`src/rtl/cfgld_pkg.sv`:
```
package cfgld_pkg;

    // Configuration space address of the first configuration byte
    localparam logic [15:0] CFGLD_CFG1_ADDR = 16'hFD00;
    localparam logic [7:0] CFGLD_UNPROG_BYTE = 8'hFF;
    localparam logic [1:0] CFGLD_UNPROG_SEC = 2'h3;

    // Field positions in configuration byte one
    localparam int CFGLD_WDT_EN_POS = 7;
    localparam int CFGLD_RST_DIS_POS = 6;
    localparam int CFGLD_PORT_LVL_POS = 5;
    localparam int CFGLD_BO_SEL_POS = 4;
    localparam int CFGLD_CLK_RATE_POS = 3;
    localparam int CFGLD_OSC_MSB = 2;

    // Security bit positions in the security pair
    localparam int CFGLD_SB1_POS = 0;
    localparam int CFGLD_SB2_POS = 1;

    // Oscillator select codes
    localparam logic [2:0] CFGLD_OSC_EXT = 3'h7;
    localparam logic [2:0] CFGLD_OSC_RC = 3'h3;
    localparam logic [2:0] CFGLD_OSC_LF = 3'h2;
    localparam logic [2:0] CFGLD_OSC_MF = 3'h1;
    localparam logic [2:0] CFGLD_OSC_HF = 3'h0;

    typedef enum logic [2:0] {
        CFGLD_SRC_EXT,
        CFGLD_SRC_RC,
        CFGLD_SRC_LF_XTAL,
        CFGLD_SRC_MF_XTAL,
        CFGLD_SRC_HF_XTAL,
        CFGLD_SRC_RSVD
    } cfgld_osc_src_e;

    // Decoded configuration handed to the rest of the chip
    typedef struct packed {
        logic wdt_en;
        logic rst_pin_en;
        logic port_rst_high;
        logic bo_low_thresh;
        logic clk_rate_opt;
        cfgld_osc_src_e osc_src;
    } cfgld_cfg_s;

    // Code memory access permissions
    typedef struct packed {
        logic prog_ok;
        logic sb2_prog_ok;
        logic verify_ok;
        logic unsupported;
    } cfgld_sec_s;

    // External-data read request and answer
    typedef struct packed {
        logic rd;
        logic [15:0] addr;
    } cfgld_xrd_req_s;

    typedef struct packed {
        logic hit;
        logic [7:0] data;
    } cfgld_xrd_rsp_s;

endpackage : cfgld_pkg

```
`src/rtl/cfgld_sec_decode.sv`:
```
`timescale 1ns/10ps
module cfgld_sec_decode
    import cfgld_pkg::*;
(
    // Security pair, 0 means programmed
    input wire logic [1:0] sec_bits_i,
    // Permissions
    output cfgld_sec_s sec_o
);
    logic sb1;
    logic sb2;

    assign sb1 = sec_bits_i[CFGLD_SB1_POS];
    assign sb2 = sec_bits_i[CFGLD_SB2_POS];

    always_comb begin
        sec_o = '0;
        if (sb1 && sb2) begin
            sec_o.prog_ok = 1'b1;
            sec_o.sb2_prog_ok = 1'b1;
            sec_o.verify_ok = 1'b1;
        end else if (!sb1 && sb2) begin
            sec_o.sb2_prog_ok = 1'b1;
            sec_o.verify_ok = 1'b1;
        end else if (sb1 && !sb2) begin
            // Unsupported pair: lock everything down to fail safe
            sec_o.unsupported = 1'b1;
        end
        // Both programmed: all fields stay low
    end

endmodule : cfgld_sec_decode

```
`src/rtl/cfgld_config_loader.sv`:
```
`timescale 1ns/10ps
// Contract
// Configuration is taken from nonvolatile storage at power-up; software cannot change it.
// Byte one is readable by the external-data read at its configuration address.
// Watchdog-enable bit at 0 disables the watchdog; timer stays usable for interrupts.
// Reset-pin-disable at 1 turns the reset pin into an input-only port pin.
// Port-reset-level bit picks high (1) or low (0) port state at reset.
// Brownout select: 1 picks the 2.5V threshold, 0 picks 3.8V.
// Oscillator field picks external, RC, low, medium or high crystal; others reserved.
// Both security bits unprogrammed: programming and verify allowed.
// Only bit one programmed: code programming blocked, bit two programmable, verify allowed.
// Programmer never programs bit two alone while bit one stays unprogrammed.
// Both security bits programmed: all verify and programming refused.
// Unprogrammed bits read 1; decoded values caught during reset, held until next reset. The code captures on the fourth clock edge after reset release.
module cfgld_config_loader
    import cfgld_pkg::*;
(
    // Clock and reset
    input wire logic clk_i,
    input wire logic srst_i,
    // Nonvolatile storage contents
    input wire logic [7:0] nv_cfg1_i,
    input wire logic [1:0] nv_sec_i,
    // External-data read port
    input wire cfgld_xrd_req_s xrd_req_i,
    output cfgld_xrd_rsp_s xrd_rsp_o,
    // Decoded configuration
    output cfgld_cfg_s cfg_o,
    output logic wdt_force_off_o,
    output logic rst_pin_as_port_o,
    // Code memory protection
    output cfgld_sec_s sec_o,
    output logic loaded_o
);

    // Three stages for the storage levels, plus a fill marker
    typedef struct packed {
        logic [7:0] cfg1_s1;
        logic [1:0] sec_s1;
        logic [7:0] cfg1_s2;
        logic [1:0] sec_s2;
        logic [7:0] cfg1_s3;
        logic [1:0] sec_s3;
        logic [2:0] fill;
    } cfgld_sync_s;

    // Captured byte, decoded outputs and read answer
    typedef struct packed {
        cfgld_sync_s sync;
        logic [7:0] cfg1;
        logic [1:0] sec;
        logic loaded;
        cfgld_cfg_s cfg;
        logic wdt_off;
        logic rst_port;
        cfgld_sec_s perm;
        cfgld_xrd_rsp_s rsp;
    } cfgld_state_s;

    cfgld_state_s st_ff;
    cfgld_state_s nxt_st;
    cfgld_sec_s sec_dec;
    cfgld_cfg_s cfg_dec;
    logic sync_ready;
    logic sync_stable;
    logic capture;
    logic rd_hit;

    cfgld_sec_decode u_sec_decode (
        .sec_bits_i(st_ff.sec),
        .sec_o(sec_dec)
    );

    function automatic cfgld_osc_src_e osc_decode(input logic [2:0] code);
        cfgld_osc_src_e src;
        // Reserved codes are reported, not mapped to a working source
        case (code)
            CFGLD_OSC_EXT: begin
                src = CFGLD_SRC_EXT;
            end
            CFGLD_OSC_RC: begin
                src = CFGLD_SRC_RC;
            end
            CFGLD_OSC_LF: begin
                src = CFGLD_SRC_LF_XTAL;
            end
            CFGLD_OSC_MF: begin
                src = CFGLD_SRC_MF_XTAL;
            end
            CFGLD_OSC_HF: begin
                src = CFGLD_SRC_HF_XTAL;
            end
            default: begin
                src = CFGLD_SRC_RSVD;
            end
        endcase
        return src;
    endfunction : osc_decode

    // Field decode of the captured byte
    function automatic cfgld_cfg_s cfg_decode(input logic [7:0] raw);
        cfgld_cfg_s dec;
        dec = '0;
        dec.wdt_en = raw[CFGLD_WDT_EN_POS];
        dec.rst_pin_en = ~raw[CFGLD_RST_DIS_POS];
        dec.port_rst_high = raw[CFGLD_PORT_LVL_POS];
        dec.bo_low_thresh = raw[CFGLD_BO_SEL_POS];
        // Passed through raw; the clock divider gives it meaning
        dec.clk_rate_opt = raw[CFGLD_CLK_RATE_POS];
        dec.osc_src = osc_decode(raw[CFGLD_OSC_MSB:0]);
        return dec;
    endfunction : cfg_decode

    // Capture waits until the chain is full
    assign sync_ready = st_ff.sync.fill[2];

    // Only the third stage looks at the second, so a moving level is not taken
    assign sync_stable = (st_ff.sync.cfg1_s3 == st_ff.sync.cfg1_s2)
        && (st_ff.sync.sec_s3 == st_ff.sync.sec_s2);
    assign capture = sync_ready && sync_stable && !st_ff.loaded;
    assign cfg_dec = cfg_decode(st_ff.cfg1);
    // Requests before the capture would see the unprogrammed byte, so they are ignored
    assign rd_hit = xrd_req_i.rd
        && st_ff.loaded
        && (xrd_req_i.addr == CFGLD_CFG1_ADDR);

    // Next state; whatever is not named here holds
    always_comb begin
        nxt_st = st_ff;
        nxt_st.rsp = '0;

        // Synchroniser chain
        nxt_st.sync.cfg1_s1 = nv_cfg1_i;
        nxt_st.sync.sec_s1 = nv_sec_i;
        nxt_st.sync.cfg1_s2 = st_ff.sync.cfg1_s1;
        nxt_st.sync.sec_s2 = st_ff.sync.sec_s1;
        nxt_st.sync.cfg1_s3 = st_ff.sync.cfg1_s2;
        nxt_st.sync.sec_s3 = st_ff.sync.sec_s2;
        nxt_st.sync.fill = {st_ff.sync.fill[1:0], 1'b1};

        // One capture per reset; software has no path to these bits
        if (capture) begin
            nxt_st.cfg1 = st_ff.sync.cfg1_s3;
            nxt_st.sec = st_ff.sync.sec_s3;
            nxt_st.loaded = 1'b1;
        end else begin
            nxt_st.cfg1 = st_ff.cfg1;
            nxt_st.sec = st_ff.sec;
            nxt_st.loaded = st_ff.loaded;
        end

        // Outputs stay inactive until the byte is final, so no full-access window opens
        if (st_ff.loaded) begin
            nxt_st.cfg.wdt_en = cfg_dec.wdt_en;
            nxt_st.cfg.rst_pin_en = cfg_dec.rst_pin_en;
            nxt_st.cfg.port_rst_high = cfg_dec.port_rst_high;
            nxt_st.cfg.bo_low_thresh = cfg_dec.bo_low_thresh;
            nxt_st.cfg.clk_rate_opt = cfg_dec.clk_rate_opt;
            nxt_st.cfg.osc_src = cfg_dec.osc_src;
            nxt_st.wdt_off = ~cfg_dec.wdt_en;
            nxt_st.rst_port = ~cfg_dec.rst_pin_en;
            nxt_st.perm = sec_dec;
        end else begin
            nxt_st.cfg = '0;
            nxt_st.wdt_off = 1'b0;
            nxt_st.rst_port = 1'b0;
            nxt_st.perm = '0;
        end

        // External-data read answer, one cycle
        if (rd_hit) begin
            nxt_st.rsp.hit = 1'b1;
            nxt_st.rsp.data = st_ff.cfg1;
        end else begin
            nxt_st.rsp.hit = 1'b0;
            nxt_st.rsp.data = '0;
        end
    end

    // Synchronous reset; the whole state is one register
    always_ff @(posedge clk_i) begin
        if (srst_i) begin
            // Chain starts unprogrammed and empty
            st_ff.sync.cfg1_s1 <= CFGLD_UNPROG_BYTE;
            st_ff.sync.sec_s1 <= CFGLD_UNPROG_SEC;
            st_ff.sync.cfg1_s2 <= CFGLD_UNPROG_BYTE;
            st_ff.sync.sec_s2 <= CFGLD_UNPROG_SEC;
            st_ff.sync.cfg1_s3 <= CFGLD_UNPROG_BYTE;
            st_ff.sync.sec_s3 <= CFGLD_UNPROG_SEC;
            st_ff.sync.fill <= '0;

            // Unprogrammed values until the capture
            st_ff.cfg1 <= CFGLD_UNPROG_BYTE;
            st_ff.sec <= CFGLD_UNPROG_SEC;
            st_ff.loaded <= 1'b0;

            // Decoded outputs inactive
            st_ff.cfg.wdt_en <= 1'b0;
            st_ff.cfg.rst_pin_en <= 1'b0;
            st_ff.cfg.port_rst_high <= 1'b0;
            st_ff.cfg.bo_low_thresh <= 1'b0;
            st_ff.cfg.clk_rate_opt <= 1'b0;
            st_ff.cfg.osc_src <= CFGLD_SRC_EXT;
            st_ff.wdt_off <= 1'b0;
            st_ff.rst_port <= 1'b0;
            // No access before the capture
            st_ff.perm.prog_ok <= 1'b0;
            st_ff.perm.sb2_prog_ok <= 1'b0;
            st_ff.perm.verify_ok <= 1'b0;
            st_ff.perm.unsupported <= 1'b0;
            st_ff.rsp.hit <= 1'b0;
            st_ff.rsp.data <= '0;
        end else begin
            st_ff <= nxt_st;
        end
    end

    // Every output is a flop of the state
    assign xrd_rsp_o = st_ff.rsp;
    assign cfg_o = st_ff.cfg;
    assign wdt_force_off_o = st_ff.wdt_off;
    assign rst_pin_as_port_o = st_ff.rst_port;
    assign sec_o = st_ff.perm;
    assign loaded_o = st_ff.loaded;

endmodule : cfgld_config_loader

```
`config.mk`:
```
export PLATFORM = sky130hd
export DESIGN_NAME = cfgld_config_loader
export DESIGN_NICKNAME = d
export VERILOG_FILES = /design/src/rtl/cfgld_pkg.sv /design/src/rtl/cfgld_sec_decode.sv /design/src/rtl/cfgld_config_loader.sv
export SDC_FILE = /design/constraint.sdc
export NUM_CORES = 1
export LEC_CHECK = 0
export BUFFER_PORTS_ARGS = -buffer_cell sky130_fd_sc_hd__buf_2
export CAP_MARGIN = 10
export CORE_MARGIN = 2
export CORE_UTILIZATION = 52
export DETAILED_ROUTE_END_ITERATION = 10
export PLACE_DENSITY = 0.77
export SETUP_SLACK_MARGIN = 0.1
export SYNTH_ARGS = -nofsm -noshare
export SYNTH_HDL_FRONTEND = slang
export SYNTH_SLANG_ARGS = --single-unit
```
`constraint.sdc`:
```
create_clock -name clk_i -period 2.1 [get_ports clk_i]
set_input_delay 0.42 -clock clk_i [delete_from_list [all_inputs] [get_ports clk_i]]
set_output_delay 0.42 -clock clk_i [all_outputs]
set_load 0.03 [all_outputs]
```
==> flow_summary.json <==
{
  "path_buf_inv": 0,
  "antenna-diode-count": 0,
  "cts_made_buffers": 9,
  "synth_nets": 235,
  "worstMarginPinSlew_ps": 659,
  "layout-drive-gt1-share": 0.407,
  "grt_max_degree": 44,
  "final-setup-viol-count": 0,
  "root_buffer": "clkbuf_8",
  "ys_types": 27,
  "skew_ps": 5.23,
  "clockBufferDepth": 2,
  "p_sw_frac": 0.217,
  "status": "completed",
  "wl_per_cell_um": 10.7,
  "path_cells": "xor2_1 > or3_4 > o31a_1 > a211o_1",
  "place_ws_ps": 333,
  "track_usage": 0.152,
  "cp_data_arrival_time_ps": 1800,
  "maxCapViolations": 0,
  "antenna_found_initial": 0,
  "avgViaCountPerCell": 4.67,
  "postCtsHoldBufs": 0,
  "regArea_sq_um": 1320,
  "path_class": "reg2reg",
  "r2r_cells": 4,
  "yosysWarnings": 0,
  "rr_endpoint": "st_ff[26]",
  "clk_latency_ps": 330,
  "netlist_area_sq_um": 2240,
  "synth-seq-cells": 66,
  "grt_pass1_wl_um": 5580,
  "worstHoldEndpoint": "nxt_st[56]",
  "ys_seq_area_frac": 0.589,
  "firstDrtPassIters": 4,
  "critPathMaxFanout": 4,
  "drv_slew": 0,
  "clk_pin_slew_ps": 60,
  "fillers": 354,
  "avgSynthCellArea_sq_um": 10.9,
  "core_area_sq_um": 4090,
  "cts_tree": "yes",
  "clock.fmax_mhz": 634,
  "drt_drc_violations_left": 0,
  "grt_pass1_vias": 1334,
  "holdCritPathClass": "in2reg",
  "multi_input_area_sq_um": 704,
  "async_flop_share": 0,
  "utilization": 0.625,
  "cts_sinks": 66,
  "wl_um": 3190,
  "num_rows": 23,
  "port_buffers": 52,
  "critPathLaunchType": "flop",
  "worstHoldStart": "nv_cfg1_i[7]",
  "cpLargestDelayFamily": "compound AO/OA/AOI/OAI gates",
  "hold_depth": 2,
  "vias": 1391,
  "ff2ff_setup_slack_ps": 520,
  "post_cts_resized": 0,
  "seq_power_share": 0.578,
  "postRouteAntennaNets": 0,
  "fin_nets": 273,
  "hpwlAfterDp_um": 2310,
  "tns_ps": 0,
  "cp.required_ps": 2320,
  "clkPwrFrac": 0.367,
  "p_leak_nw": 1.18,
  "die_x_um": 69.7,
  "min_period_over_period": 0.751,
  "dieArea_sq_um": 4860,
  "p_int_mw": 1.76,
  "rsz0062_at_grt": "false",
  "slowest_delay_ps": 410,
  "setup_slack_ps": 524,
  "final-hold-violation-count": 0,
  "rr_startpoint": "st_ff[37]",
  "area_growth_pct": 13.8,
  "cts_setup_buffers": 0,
  "synthFlopType": "dfxtp_1",
  "synthCells": 206,
  "cts_max_level": 3,
  "p_comb_frac": 0.055,
  "critPathSlowestCell": "or3_4",
  "place_congestion": 0.739,
  "overflow": 0,
  "power_density_nw_per_um2": 881,
  "endpoint_kind": "flop",
  "period_minus_slack_ps": 1580,
  "initial_utilization": 0.549,
  "drt_iter0_drc": 21,
  "die_h_um": 69.7,
  "peakVddDrop_mv": 0.582,
  "slew_headroom": 0.558,
  "num_io_pins": 53,
  "synth_edf_count": 0,
  "power_switching_mw": 0.487
}
stage by stage:
stage / total power [mW] / hold slack (ps) / cells / cell area [sq um]
floorplan: 1.41 / 389 / 206 / 2240
global placement: 1.45 / 391 / 283 / 2400
detailed placement: 1.45 / 392 / 283 / 2400
CTS: 2.28 / 249 / 298 / 2550
global route: 2.36 / 248 / 298 / 2550
finish: 2.25 / 265 / 298 / 2550
cells by family after synthesis:
kind of cell | count (synthesis) | share of synthesized area
flip-flops | 66 | 0.589
XOR/XNOR | 11 | 0.0429
adder cells (fa/ha/maj) | 1 | 0.00446
AND/OR/NAND/NOR | 69 | 0.192
AO/OA/AOI/OAI | 23 | 0.0747
buffers and inverters | 36 | 0.0970
flip-flops by register name, summed over array words and instances (netlist names):
register,cells
rst_pin_as_port_o,1
wdt_force_off_o,1
loaded_o,1
nxt_st,22
xrd_rsp_o,9
sec_o,3
st_ff,17
cfg_dec,4
cfg_o,8
worst reg2reg max path, stage by stage, from the launching register on:
cell and delay (ps):
dfxtp_1 320, xor2_1 170, or3_4 410, o31a_1 300, a211o_1 260
how the worst max path moves through the flow:
stage	cells past startpoint	end	startpoint	slack (ps)
after floorplan	3	xrd_rsp_o[0]	xrd_req_i[4]	560
after global routing	5	st_ff[25]	st_ff[37]	420
final	4	st_ff[26]	st_ff[37]	520
after global placement	4	xrd_rsp_o[6]	xrd_req_i[4]	380
after CTS	4	st_ff[26]	st_ff[37]	520
after detailed placement	4	xrd_rsp_o[3]	xrd_req_i[4]	330
power by group through the flow:
stage / combinational (mW) / sequential [mW] / clock, mW
after CTS: 0.125 / 1.30 / 0.854
final: 0.123 / 1.30 / 0.825
after floorplan: 0.0852 / 1.33 / 0
after global routing: 0.139 / 1.30 / 0.916
after global placement: 0.121 / 1.33 / 0
after detailed placement: 0.124 / 1.33 / 0
per-layer routing:
metal,track usage,share of wire,vias up
met1,0.142,0.41,602
li1,-,-,736
met2,0.262,0.49,44
met5,0,0,-
met3,0.0756,0.075,9
met4,0.0962,0.025,0
cells in the mapped netlist (all sizes together) (2+ instances only):
cell    number  share of area
xnor2        8          0.031
nor2        10          0.017
and2         8          0.022
nor3         3         0.0067
clkbuf       6          0.010
nand4        3         0.0084
and4         2         0.0078
o31a         3          0.012
inv          8          0.013
o21ai        8          0.018
buf         22          0.074
nor4         2          0.012
dfxtp       66           0.59
a41oi        7          0.027
xor2         3          0.012
nand3        2         0.0045
and3         2         0.0056
or2         30          0.084
nor2b        4          0.011
a211o        3          0.012
cell usage in the layout (no fill, tap or decap), types with 4 or more instances in the layout:
master     n
dfxtp_1   66
buf_2     52
or2_2     30
nor2_1    10
clkbuf_8   9
inv_1      8
and2_1     8
xnor2_1    8
o21ai_0    8
a41oi_1    7
nor2b_1    4
clkinv_2   4
layout make-up:
cell class	instances	share of cell area
timing repair buffer	55	0.111
sequential	66	0.518
clock buffer	11	0.0515
inverter	8	0.0118
tap	50	0.0245
multi-input combinational	104	0.276
clock inverter	4	0.00784
No activity file was read; power rests on OpenSTA's default activity.
